==> src/shared/ime_pkg.sv <==
`default_nettype none

package ime_pkg;

    // ==========================================================
    // register map of the internal register port
    // ==========================================================
    localparam logic [7:0] ADDR_IRQ_STATUS = 8'h01;
    localparam logic [7:0] ADDR_MASK = 8'h02;
    localparam logic [7:0] ADDR_MODE_0_7 = 8'h03;
    localparam logic [7:0] ADDR_MODE_8_15 = 8'h04;
    localparam logic [7:0] ADDR_MODE_16_19 = 8'h05;
    localparam logic [7:0] ADDR_EVT_LO = 8'h06;
    localparam logic [7:0] ADDR_EVT_HI = 8'h07;

    localparam int NUM_PORTS = 20;
    localparam int PORTS_PER_REG = 8;
    localparam int EVT_LO_W = 16;
    localparam int EVT_HI_W = 4;
    localparam int MODE_HI_W = 8;

    localparam logic [15:0] MASK_RESET = 16'hffff;
    localparam logic [15:0] MODE_RESET = 16'h0000;
    localparam logic [15:0] READ_ZERO = 16'h0000;

    // ==========================================================
    // edge modes
    // ==========================================================
    localparam logic [1:0] EDGE_NONE = 2'h0;
    localparam logic [1:0] EDGE_RISE = 2'h1;
    localparam logic [1:0] EDGE_FALL = 2'h2;
    localparam logic [1:0] EDGE_BOTH = 2'h3;

    // ==========================================================
    // timing
    // ==========================================================
    localparam int CLK_MHZ = 50;
    localparam int SWEEP_PULSE_NS = 100;
    localparam int SWEEP_PULSE_RAW = SWEEP_PULSE_NS * CLK_MHZ / 1000;
    localparam int SWEEP_PULSE_CYC = (SWEEP_PULSE_RAW < 1) ? 1
                                     : SWEEP_PULSE_RAW;
    localparam int PULSE_CNT_W = 4;

    // ==========================================================
    // interrupt bit layout, shared by the mask and the sources
    // ==========================================================
    typedef struct packed {
        logic supply_monitor;
        logic [2:0] remote2_temp;
        logic [2:0] remote1_temp;
        logic [2:0] die_temp;
        logic driver_overcurrent;
        logic input_event_missed;
        logic input_event_ready;
        logic conv_missed;
        logic conv_ready;
        logic conv_flag;
    } ime_irq_vec_t;

    // sources raised by neighbouring blocks, levels on ref_clk_in
    typedef struct packed {
        logic supply_monitor_irq;
        logic [2:0] remote2_temp_irq;
        logic [2:0] remote1_temp_irq;
        logic [2:0] die_temp_irq;
        logic driver_overcurrent_irq;
        logic conv_missed_irq;
        logic conv_ready_irq;
        logic conv_flag_irq;
    } ime_ext_src_t;

    typedef struct packed {
        logic [7:0] addr;
        logic wr;
        logic rd;
        logic [15:0] wdata;
    } ime_reg_req_t;

    function automatic logic edge_hit(input logic [1:0] mode,
                                      input logic rise,
                                      input logic fall);
        logic hit;
        hit = 1'b0;
        unique case (mode)
            EDGE_NONE: hit = 1'b0;
            EDGE_RISE: hit = rise;
            EDGE_FALL: hit = fall;
            EDGE_BOTH: hit = rise | fall;
        endcase
        return hit;
    endfunction

endpackage

`default_nettype wire

==> src/hdl/ime_edge_detect.sv <==
`default_nettype none

module ime_edge_detect (
    input wire logic ref_clk_in,
    input wire logic sys_rst_in,
    input wire logic [19:0] pin_in,
    input wire logic [39:0] mode_in,
    output logic [19:0] hit_out
);

    typedef struct packed {
        logic [19:0] sync1;
        logic [19:0] sync2;
        logic [19:0] prev;
        logic [19:0] hit;
    } ime_edge_state_t;

    ime_edge_state_t st_q;
    ime_edge_state_t st_d;

    // ==========================================================
    // two-stage synchroniser, then edge compare on stage two only
    // ==========================================================
    always_comb
    begin
        st_d = st_q;
        st_d.sync1 = pin_in;
        st_d.sync2 = st_q.sync1;
        st_d.prev = st_q.sync2;
        for (int i = 0; i < ime_pkg::NUM_PORTS; i++)
        begin
            st_d.hit[i] = ime_pkg::edge_hit(mode_in[2*i +: 2],
                st_q.sync2[i] & ~st_q.prev[i],
                ~st_q.sync2[i] & st_q.prev[i]);
        end
    end

    always_ff @(posedge ref_clk_in)
    begin
        if (sys_rst_in)
            st_q <= '0;
        else
            st_q <= st_d;
    end

    assign hit_out = st_q.hit;

endmodule

`default_nettype wire

==> src/hdl/ime_pulse_timer.sv <==
`default_nettype none

module ime_pulse_timer (
    input wire logic ref_clk_in,
    input wire logic sys_rst_in,
    input wire logic start_in,
    output logic active_out
);

    typedef struct packed {
        logic [ime_pkg::PULSE_CNT_W-1:0] cnt;
        logic active;
    } ime_pulse_state_t;

    localparam logic [ime_pkg::PULSE_CNT_W-1:0] LOAD =
        ime_pkg::PULSE_CNT_W'(ime_pkg::SWEEP_PULSE_CYC);

    ime_pulse_state_t st_q;
    ime_pulse_state_t st_d;

    // ==========================================================
    // fixed-length pulse; a new start restarts the full length
    // ==========================================================
    always_comb
    begin
        st_d = st_q;
        if (start_in)
        begin
            st_d.cnt = LOAD;
            st_d.active = 1'b1;
        end
        else if (st_q.cnt != '0)
        begin
            st_d.cnt = st_q.cnt - 1'b1;
            st_d.active = (st_q.cnt != 1'b1);
        end
        else
        begin
            st_d.active = 1'b0;
        end
    end

    always_ff @(posedge ref_clk_in)
    begin
        if (sys_rst_in)
            st_q <= '0;
        else
            st_q <= st_d;
    end

    assign active_out = st_q.active;

endmodule

`default_nettype wire

==> src/hdl/ime_irq_ctrl.sv <==
// Overview of operation
// - mask bit 0 set blocks converter flag from pulling interrupt low
// - continuous sweep pulses interrupt 100 ns per sweep end, unconditionally
// - mask bit 1 gates converter data-ready interrupt bit
// - mask bit 2 gates converter data-missed interrupt bit
// - mask bit 3 gates input-event-ready interrupt bit
// - ready mask set overrides edge modes for the interrupt pin
// - mask bit 4 gates input-event-missed interrupt bit
// - missed mask clears only while ready mask is, or becomes, clear
// - mask bit 5 gates driver overcurrent interrupt bit
// - mask bits 8:6 gate the three die temperature bits
// - mask bits 11:9 gate the three first remote temperature bits
// - mask bits 14:12 gate the three second remote temperature bits
// - mask bit 15 gates supply monitor interrupt bit
// - twenty 2-bit edge codes, eight per register (four in the last), port i at 2i+1:2i
// - code 00 never sets the port's event status bit
// - code 01 sets event status on rising edge
// - code 10 sets event status on falling edge
// - code 11 sets event status on either edge
// - event status records edges regardless of any mask
// - status clears after interrupt read, then low and high status reads
`default_nettype none

module ime_irq_ctrl (
    input wire logic ref_clk_in,
    input wire logic sys_rst_in,
    input wire logic [7:0] reg_addr_in,
    input wire logic reg_wr_in,
    input wire logic reg_rd_in,
    input wire logic [15:0] reg_wdata_in,
    output logic [15:0] reg_rdata_out,
    input wire ime_pkg::ime_ext_src_t src_in,
    input wire logic sweep_end_in,
    input wire logic continuous_sweep_in,
    input wire logic [19:0] input_pin_in,
    output logic [19:0] input_event_status_out,
    output logic int_n_out
);

    // ==========================================================
    // state
    // ==========================================================
    typedef struct packed {
        ime_pkg::ime_irq_vec_t mask;
        logic [15:0] mode_0_7;
        logic [15:0] mode_8_15;
        logic [15:0] mode_16_19;
        logic [19:0] input_event_status;
        logic input_event_missed;
        logic clr_armed;
        logic lo_seen;
        logic hi_seen;
        logic [15:0] rdata;
        logic int_n;
    } ime_ctrl_state_t;

    ime_ctrl_state_t st_q;
    ime_ctrl_state_t st_d;

    ime_pkg::ime_reg_req_t req;
    ime_pkg::ime_irq_vec_t irq_bits;
    ime_pkg::ime_irq_vec_t pending;
    ime_pkg::ime_irq_vec_t new_mask;

    logic [39:0] edge_modes;
    logic [19:0] edge_hits;
    logic sweep_pulse;
    logic sweep_start;
    logic clr_now;
    logic any_pending;
    logic [19:0] status_kept;

    // ==========================================================
    // request carrier
    // ==========================================================
    always_comb
    begin
        req.addr = reg_addr_in;
        req.wr = reg_wr_in;
        req.rd = reg_rd_in;
        req.wdata = reg_wdata_in;
    end

    // ==========================================================
    // edge mode packing
    // ==========================================================
    // port i sits at bits 2i+1:2i of the packed 40-bit edge_modes vector
    always_comb
    begin
        edge_modes = {st_q.mode_16_19[ime_pkg::MODE_HI_W-1:0],
                      st_q.mode_8_15,
                      st_q.mode_0_7};
    end

    ime_edge_detect u_edge (
        .ref_clk_in(ref_clk_in),
        .sys_rst_in(sys_rst_in),
        .pin_in(input_pin_in),
        .mode_in(edge_modes),
        .hit_out(edge_hits)
    );

    // ==========================================================
    // sweep-end pulse
    // ==========================================================
    // the pulse ignores both the mask and the flag's clear state
    always_comb
    begin
        sweep_start = sweep_end_in & continuous_sweep_in;
    end

    ime_pulse_timer u_sweep_pulse (
        .ref_clk_in(ref_clk_in),
        .sys_rst_in(sys_rst_in),
        .start_in(sweep_start),
        .active_out(sweep_pulse)
    );

    // ==========================================================
    // interrupt bit assembly
    // ==========================================================
    always_comb
    begin
        irq_bits.conv_flag = src_in.conv_flag_irq;
        irq_bits.conv_ready = src_in.conv_ready_irq;
        irq_bits.conv_missed = src_in.conv_missed_irq;
        irq_bits.input_event_ready = |st_q.input_event_status;
        irq_bits.input_event_missed = st_q.input_event_missed;
        irq_bits.driver_overcurrent = src_in.driver_overcurrent_irq;
        irq_bits.die_temp = src_in.die_temp_irq;
        irq_bits.remote1_temp = src_in.remote1_temp_irq;
        irq_bits.remote2_temp = src_in.remote2_temp_irq;
        irq_bits.supply_monitor = src_in.supply_monitor_irq;
    end

    // ==========================================================
    // masking: a mask bit of one blocks its source
    // ==========================================================
    always_comb
    begin
        pending.conv_flag =
            irq_bits.conv_flag & ~st_q.mask.conv_flag;
        pending.conv_ready =
            irq_bits.conv_ready & ~st_q.mask.conv_ready;
        pending.conv_missed =
            irq_bits.conv_missed & ~st_q.mask.conv_missed;
        // ready mask wins over any edge code that is configured
        pending.input_event_ready = irq_bits.input_event_ready
            & ~st_q.mask.input_event_ready;
        pending.input_event_missed = irq_bits.input_event_missed
            & ~st_q.mask.input_event_missed;
        pending.driver_overcurrent = irq_bits.driver_overcurrent
            & ~st_q.mask.driver_overcurrent;
        pending.die_temp =
            irq_bits.die_temp & ~st_q.mask.die_temp;
        pending.remote1_temp =
            irq_bits.remote1_temp & ~st_q.mask.remote1_temp;
        pending.remote2_temp =
            irq_bits.remote2_temp & ~st_q.mask.remote2_temp;
        pending.supply_monitor = irq_bits.supply_monitor
            & ~st_q.mask.supply_monitor;
        any_pending = |pending;
    end

    // ==========================================================
    // mask write filter
    // ==========================================================
    // missed mask may only drop once ready mask is, or goes, clear
    always_comb
    begin
        new_mask = ime_pkg::ime_irq_vec_t'(req.wdata);
        if (!new_mask.input_event_missed
            && new_mask.input_event_ready
            && st_q.mask.input_event_ready)
        begin
            new_mask.input_event_missed =
                st_q.mask.input_event_missed;
        end
    end

    // ==========================================================
    // status clear sequence
    // ==========================================================
    // armed by the interrupt read, fires once both halves are read
    always_comb
    begin
        clr_now = 1'b0;
        if (st_q.clr_armed && req.rd)
        begin
            if (req.addr == ime_pkg::ADDR_EVT_LO)
                clr_now = st_q.hi_seen;
            else if (req.addr == ime_pkg::ADDR_EVT_HI)
                clr_now = st_q.lo_seen;
        end
        status_kept = clr_now ? '0 : st_q.input_event_status;
    end

    // ==========================================================
    // next state
    // ==========================================================
    always_comb
    begin
        st_d = st_q;

        // edges land in status whatever the mask says; set beats clear
        st_d.input_event_status = status_kept | edge_hits;

        // an edge on a port whose status bit is already set, even in the clearing cycle, flags a missed event
        if (|(edge_hits & st_q.input_event_status & ~status_kept))
            st_d.input_event_missed = 1'b1;
        else if (|(edge_hits & status_kept))
            st_d.input_event_missed = 1'b1;
        else if (clr_now)
            st_d.input_event_missed = 1'b0;

        // clear-sequence tracking
        if (req.rd)
        begin
            if (req.addr == ime_pkg::ADDR_IRQ_STATUS)
            begin
                st_d.clr_armed = 1'b1;
                st_d.lo_seen = 1'b0;
                st_d.hi_seen = 1'b0;
            end
            else if (clr_now)
            begin
                st_d.clr_armed = 1'b0;
                st_d.lo_seen = 1'b0;
                st_d.hi_seen = 1'b0;
            end
            else if (st_q.clr_armed
                     && req.addr == ime_pkg::ADDR_EVT_LO)
            begin
                st_d.lo_seen = 1'b1;
            end
            else if (st_q.clr_armed
                     && req.addr == ime_pkg::ADDR_EVT_HI)
            begin
                st_d.hi_seen = 1'b1;
            end
        end

        // register writes
        if (req.wr)
        begin
            unique case (req.addr)
                ime_pkg::ADDR_MASK:
                    st_d.mask = new_mask;
                ime_pkg::ADDR_MODE_0_7:
                    st_d.mode_0_7 = req.wdata;
                ime_pkg::ADDR_MODE_8_15:
                    st_d.mode_8_15 = req.wdata;
                ime_pkg::ADDR_MODE_16_19:
                    st_d.mode_16_19 = {8'h00,
                        req.wdata[ime_pkg::MODE_HI_W-1:0]};
                default:
                    st_d.mode_0_7 = st_q.mode_0_7;
            endcase
        end

        // register reads, data valid on the next edge
        if (req.rd)
        begin
            unique case (req.addr)
                ime_pkg::ADDR_IRQ_STATUS:
                    st_d.rdata = irq_bits;
                ime_pkg::ADDR_MASK:
                    st_d.rdata = st_q.mask;
                ime_pkg::ADDR_MODE_0_7:
                    st_d.rdata = st_q.mode_0_7;
                ime_pkg::ADDR_MODE_8_15:
                    st_d.rdata = st_q.mode_8_15;
                ime_pkg::ADDR_MODE_16_19:
                    st_d.rdata = st_q.mode_16_19;
                ime_pkg::ADDR_EVT_LO:
                    st_d.rdata =
                        st_q.input_event_status[ime_pkg::EVT_LO_W-1:0];
                ime_pkg::ADDR_EVT_HI:
                    st_d.rdata = {12'h000,
                        st_q.input_event_status[ime_pkg::NUM_PORTS-1:
                                                ime_pkg::EVT_LO_W]};
                default:
                    st_d.rdata = ime_pkg::READ_ZERO;
            endcase
        end

        // pin: low for unmasked bits or during the sweep pulse
        st_d.int_n = ~(any_pending | sweep_pulse);
    end

    // ==========================================================
    // registers
    // ==========================================================
    always_ff @(posedge ref_clk_in)
    begin
        if (sys_rst_in)
        begin
            st_q <= '0;
            st_q.mask <= ime_pkg::MASK_RESET;
            st_q.mode_0_7 <= ime_pkg::MODE_RESET;
            st_q.mode_8_15 <= ime_pkg::MODE_RESET;
            st_q.mode_16_19 <= ime_pkg::MODE_RESET;
            st_q.int_n <= 1'b1;
        end
        else
        begin
            st_q <= st_d;
        end
    end

    // ==========================================================
    // outputs
    // ==========================================================
    assign reg_rdata_out = st_q.rdata;
    assign input_event_status_out = st_q.input_event_status;
    assign int_n_out = st_q.int_n;

endmodule

`default_nettype wire

==> config.mk <==
export PLATFORM = sky130hd
export DESIGN_NAME = ime_irq_ctrl
export DESIGN_NICKNAME = d
export VERILOG_FILES = /design/src/shared/ime_pkg.sv /design/src/hdl/ime_edge_detect.sv /design/src/hdl/ime_pulse_timer.sv /design/src/hdl/ime_irq_ctrl.sv
export SDC_FILE = /design/constraint.sdc
export NUM_CORES = 1
export LEC_CHECK = 0
export ABC_AREA = 1
export BUFFER_PORTS_ARGS = -buffer_cell sky130_fd_sc_hd__buf_2
export CAP_MARGIN = 20
export CORE_MARGIN = 1.5
export CORE_UTILIZATION = 53
export CTS_BUF_LIST = sky130_fd_sc_hd__clkbuf_16
export DETAILED_ROUTE_END_ITERATION = 10
export PLACE_DENSITY = 0.77
export SYNTH_ARGS = -nofsm -noshare
export SYNTH_HDL_FRONTEND = slang
export SYNTH_SLANG_ARGS = --single-unit
==> constraint.sdc <==
create_clock -name ref_clk_in -period 1.25 [get_ports ref_clk_in]
set_input_delay 0.25 -clock ref_clk_in [delete_from_list [all_inputs] [get_ports ref_clk_in]]
set_output_delay 0.25 -clock ref_clk_in [all_outputs]
set_load 0.01 [all_outputs]
== Yosys cells after proc, flatten, opt, wreduce, memory -nomap -nowiden ==
Index checks and enable logic that the tools add are counted.

* Bits in registers: 182
* Input port bits: 64
* Output and inout port bits: 37
* Logic and storage cells: 307

* Add/subtract/negate cells: 1
* Eq/ne operators: 69
* Muxes and demuxes: 36
* Bitwise gates (word level): 129
* Reduce and logical (&&, ||, !) cells: 45

{| class="wikitable"
|+ Operator list
! kind !! number
|-
| $pmux W16 S7 || 1
|-
| $eq A2 B2 Y1 const B || 40
|-
| $pmux W1 S4 || 20
|-
| $and A20 B20 Y20 || 3
|-
| $reduce_or A20 Y1 || 3
|-
| $not A1 Y1 || 49
|-
| $and A1 B1 Y1 || 48
|-
| $eq A2 B1 Y1 const B || 20
|-
| $logic_not A2 Y1 || 20
|-
| $eq A8 B3 Y1 const B || 4
|-
| $or A1 B1 Y1 || 21
|-
| $mux W20 || 1
|-
| $not A20 Y20 || 1
|-
| $or A20 B20 Y20 || 1
|-
| $eq A8 B2 Y1 const B || 2
|-
| $reduce_or A16 Y1 || 1
|-
| $reduce_and A2 Y1 || 6
|-
| $mux W1 || 10
|-
| $and A3 B3 Y3 || 3
|-
| $not A3 Y3 || 3
|-
| $reduce_bool A3 Y1 || 3
|-
| $eq A8 B1 Y1 const B || 1
|-
| $mux W3 || 2
|-
| $reduce_and A3 Y1 || 2
|-
| 10 further kinds || 15
|}

== Longest topological paths before layout ==
* Depth after elaboration: 9
* Mapped depth: 11
* Mapped depth without buffers: 9

== Modules after synthesis ==
Synthesis repeated with hierarchy kept, for this count alone.

* Cell total of the unflattened synthesis: 1246
* Area, all modules: 8878.5 um2

{| class="wikitable"
|+ Modules (own cells, without submodules)
! module !! instances !! cells an instance !! area each (um2) !! seq. area each (um2)
|-
| ime_irq_ctrl || 1 || 701 || 4864.7 || 1941.9
|-
| ime_edge_detect || 1 || 510 || 3732.3 || 1601.5
|-
| ime_pulse_timer || 1 || 35 || 281.5 || 100.1
|}

== Worst setup path before layout ==
OpenSTA, ideal clock, no wires.

* Path kind: input-to-reg
* Start point: input port reg_addr_in[6]
* End point: register st_q, in the netlist input_event_status_out[10]
* Setup time: 0.130 ns
* Data arrival time: 1.139 ns
* Required time: 1.120 ns
* Setup slack: -0.019 ns
* Stages: 9
* Path buffers: 1
* Cells stage by stage: inv_1 nand2_1 nor2_4 nand2_1 a21oi_2 nand2_4 nand2_4 buf_12 o22ai_2

* Longest elaborated chain between the ends: 6
* Elaborated cells between the ends (all ways): 7
* Classes of those cells: eq/ne: 2; mux: 4; bitwise: 1

{| class="wikitable"
|+ RTL lines
! item !! RTL line !! source
|-
| start, declared || ime_irq_ctrl.sv:27 || <nowiki>input wire logic [7:0] reg_addr_in,</nowiki>
|-
| $eq A8 B3 Y1 || ime_irq_ctrl.sv:192 || <nowiki>else if (req.addr == ime_pkg::ADDR_EVT_HI)</nowiki>
|-
| $mux W1 || ime_irq_ctrl.sv:192 ||
|-
| $mux W1 * || ime_irq_ctrl.sv:190 || <nowiki>if (req.addr == ime_pkg::ADDR_EVT_LO)</nowiki>
|-
| $mux W1 * || ime_irq_ctrl.sv:188 || <nowiki>if (st_q.clr_armed && req.rd)</nowiki>
|-
| $mux W20 * || ime_irq_ctrl.sv:195 || <nowiki>status_kept = clr_now ? '0 : st_q.input_event_status;</nowiki>
|-
| $or A20 B20 Y20 * || ime_irq_ctrl.sv:206 || <nowiki>st_d.input_event_status = status_kept | edge_hits;</nowiki>
|-
| end signal, assigned || ime_irq_ctrl.sv:307 || <nowiki>st_q <= st_d;</nowiki>
|-
| end, declared || ime_irq_ctrl.sv:57 || <nowiki>ime_ctrl_state_t st_q;</nowiki>
|}

Every way passes the cells marked *; elsewhere a longest branch is shown, timed or not.
A chain may end at the register's enable or synchronous reset.

== Worst setup path after layout ==
* Start point: register st_q, in the netlist input_event_status_out[15]
* End point: register st_q, in the netlist reg_rdata_out[3]

* Longest elaborated chain between the ends: 2

{| class="wikitable"
|+ RTL lines
! item !! RTL line !! source
|-
| $reduce_or A20 Y1 || ime_irq_ctrl.sv:127 || <nowiki>irq_bits.input_event_ready = |st_q.input_event_status;</nowiki>
|-
| $pmux W16 S7 || ime_irq_ctrl.sv:264 || <nowiki>unique case (req.addr)</nowiki>
|}

No other way between the ends.

==> flow_summary.json <==
{
  "fin_skew_ps": 7.77,
  "cpPeakStageDelay_ps": 360,
  "hpwl_mm": 16.5,
  "cp_num_buf_inv": 0,
  "layout_setup_ws_ps": -57.9,
  "syn_to_final_growth_pct": 22.3,
  "tritoncts": "built",
  "cts_root_buf": "clkbuf_16",
  "ys_seq_area_share_pct": 44.0,
  "postSynthCellCount": 1079,
  "fin_setup_tns_ps": -65.3,
  "core_area_sq_um": 15300,
  "clk_latency_ps": 430,
  "synth_edf_count": 0,
  "yosysWarnings": 0,
  "grt_overflow": 0,
  "relSlewSlack_pct": 70.3,
  "setup_viol_count_final": 2,
  "crit_family": "simple AND/OR/NAND/NOR gates",
  "drc": 0,
  "die_w_um": 128,
  "synth_top_area_share_pct": 44.0,
  "violations": "negative setup slack",
  "required_ps": 1550,
  "numCtsBuffers": 17,
  "track_usage_pct": 27.6,
  "cp.arrival_ps": 1610,
  "slew_viol_final": 0,
  "clkTransAtPathRegs_ps": 70,
  "grt_max_degree": 66,
  "start_util_pct": 54.3,
  "synth-async-reset-ratio_pct": 0,
  "ios": 101,
  "cpMaxStageDelayCell": "dfxtp_2",
  "die-area_sq_um": 16400,
  "routed_wl_mm": 22.5,
  "routabilityCongestion": 0.938,
  "fin_crit_ps": 1310,
  "ys_types": 37,
  "clock-sinks": 182,
  "leakage_nw": 4.46,
  "clockBufferDepth": 2,
  "cts_hold_buffers": 0,
  "finalInstanceArea_sq_um": 10100,
  "cp_cell_sequence": "nor2_1 > nand3_1 > nor2_2 > nand2_2 > nand2_1 > nand3_1 > nand2_1 > a21oi_1",
  "hold_path_class": "in -> reg",
  "synth_commonest_cells": "dfxtp_1, inv_1, nor2_1",
  "via_count": 7331,
  "netlist_area_sq_um": 8280,
  "peakVddDrop_v": 0.00103,
  "cp-start-kind": "flop",
  "ys_ff_latch": 182,
  "tightest_slew_ps": 446,
  "endpoint_kind": "flop",
  "rsz0062_at_grt": "true",
  "synth.most_common_cell": "dfxtp_1",
  "worstSetupPathType": "reg -> reg",
  "die_h_um": 128,
  "final_hold_viol_count": 0,
  "dr.pass1.iters": 6,
  "routedWlPerCell_um": 15.8,
  "dp_slack_ps": -374,
  "rows": 45,
  "grt_pass1_vias": 6688,
  "synth_fp_nets": 1185,
  "fmaxAchievable_mhz": 765,
  "grt_pass1_wl_mm": 34.2,
  "status": "finished, violations left",
  "numPortBuffers": 100,
  "fin_hold_ws_ps": 13.8,
  "drive_above_1_share_pct": 24.9,
  "n_antenna_cell": 0,
  "crit_fanout": 5,
  "grt_antenna_before_repair": 0,
  "synth_top_flop_cell": "dfxtp_1",
  "first_iter_violations": 792,
  "p_total_mw": 12.5,
  "htreeDepth": 4,
  "netlist_top_cells_area": "dfxtp_1, inv_1, nand3_1",
  "postRouteAntennaNets": 0,
  "postSynthAreaPerCell_sq_um": 7.68,
  "finalCritPeriodShare_pct": 105,
  "via_per_inst": 5.16,
  "p_per_area_nw_per_um2": 1230,
  "placed_area_sq_um": 9200,
  "maxCapViolations": 0,
  "nets": 1304,
  "yosysTopAreaCell": "dfxtp_1"
}
==> path summary, 6_finish.rpt <==
check | start | endpoint | slack [ps] | cells after the start
worst max-delay path | input_event_status_out[15]$_SDFF_PP0_ | reg_rdata_out[3]$_SDFFE_PP0P_ | -60 | 8
worst max register to register | input_event_status_out[15]$_SDFF_PP0_ | reg_rdata_out[3]$_SDFFE_PP0P_ | -60 | 8
worst min-delay path | input_pin_in[4] | u_edge.st_d[44]$_SDFF_PP0_ | 10 | 3
worst min register to register | u_edge.st_d[42]$_SDFF_PP0_ | u_edge.st_d[22]$_SDFF_PP0_ | 390 | 2
==> logic make-up (layout without fill, tap and decap cells) <==
family	after synthesis	count (layout)	synth area share, %
AOI/OAI and AO/OA	223	223	14.8
xor gates and xnor gates	1	1	0.106
buffers and inverters	242	374	13.6
DFF	182	182	44.0
adders and majority gates	42	42	6.35
and+or+nand+nor	389	389	21.2
==> worst min-delay path, stage by stage <==
cell and delay (ps):
buf_2 70, inv_1 30, nor2_1 60
==> cell usage in the layout, fill, tap and decap left out, types with 3 or more instances in the layout <==
cell type,Yosys,final
a21oi_2,8,14
ha_1,42,41
nand2_1,111,107
buf_2,8,84
o22ai_2,5,5
bufinv_16,0,3
inv_2,4,8
clkinv_2,0,4
nand3_1,106,106
o22ai_1,9,9
nand4_1,3,3
buf_4,40,54
nor2_4,6,7
buf_6,4,28
nor2_1,141,139
buf_12,1,9
inv_1,159,155
clkinv_1,2,4
o21ai_0,88,77
a21oi_1,91,84
o21ai_1,13,20
o21ai_2,4,7
clkbuf_16,0,19
nand2_2,7,11
dfxtp_1,182,154
nand2_4,5,5
inv_6,0,4
dfxtp_2,0,28
==> timing repair <==
| action | 4_1_cts | 5_1_grt |
|---|---|---|
| hold endpoints to repair | 0 | 0 |
| gates resized for setup | 49 | 37 |
| setup endpoints to repair | 20 | 40 |
| pin swaps | 7 | 22 |
| cloned | 0 | 2 |
| buffers inserted | 5 | 3 |
==> registers in the layout (all words and copies together) (netlist names) <==
signal / count
edge_modes: 40
input_event_status_out: 20
int_n_out: 1
irq_bits: 1
reg_rdata_out: 16
st_q: 19
u_edge.hit_out: 20
u_edge.st_d: 40
u_edge.st_q: 20
u_sweep_pulse.active_out: 1
u_sweep_pulse.st_q: 4
==> layout make-up <==
class                   count  area [sq um]
clock inverters            15           171
repair buffers            177          1370
well taps                 211           264
fillers                  1280          5130
multi-input cells         655          3600
flip-flops and latches    182          3680
clock buffers              17           425
inverters                 165           619
==> per-layer routing <==
metal / vias to the layer above / global-route usage, % / routed length, um
met2: 278 / 44.6 / 10400
met3: 32 / 5.34 / 1720
met4: 0 / 10.0 / 457
met5: - / 0 / 0
met1: 3364 / 36.7 / 9960
li1: 3657 / - / -
==> through the flow <==
stage / std cells / util [%]
after CTS: 1417 / 65.4
after detailed placement: 1383 / 60.3
after global placement: 1383 / 60.3
after global routing: 1422 / 66.4
after floorplan: 1079 / -
final: 1422 / 66.4
==> report_power, final <==
group          total, mW  internal, mW  switching, mW
clock network       5.49          3.15           2.33
logic              0.964         0.379          0.584
registers           6.05          5.96         0.0946
total               12.5          9.49           3.01
(Power assumes the default switching activity.)
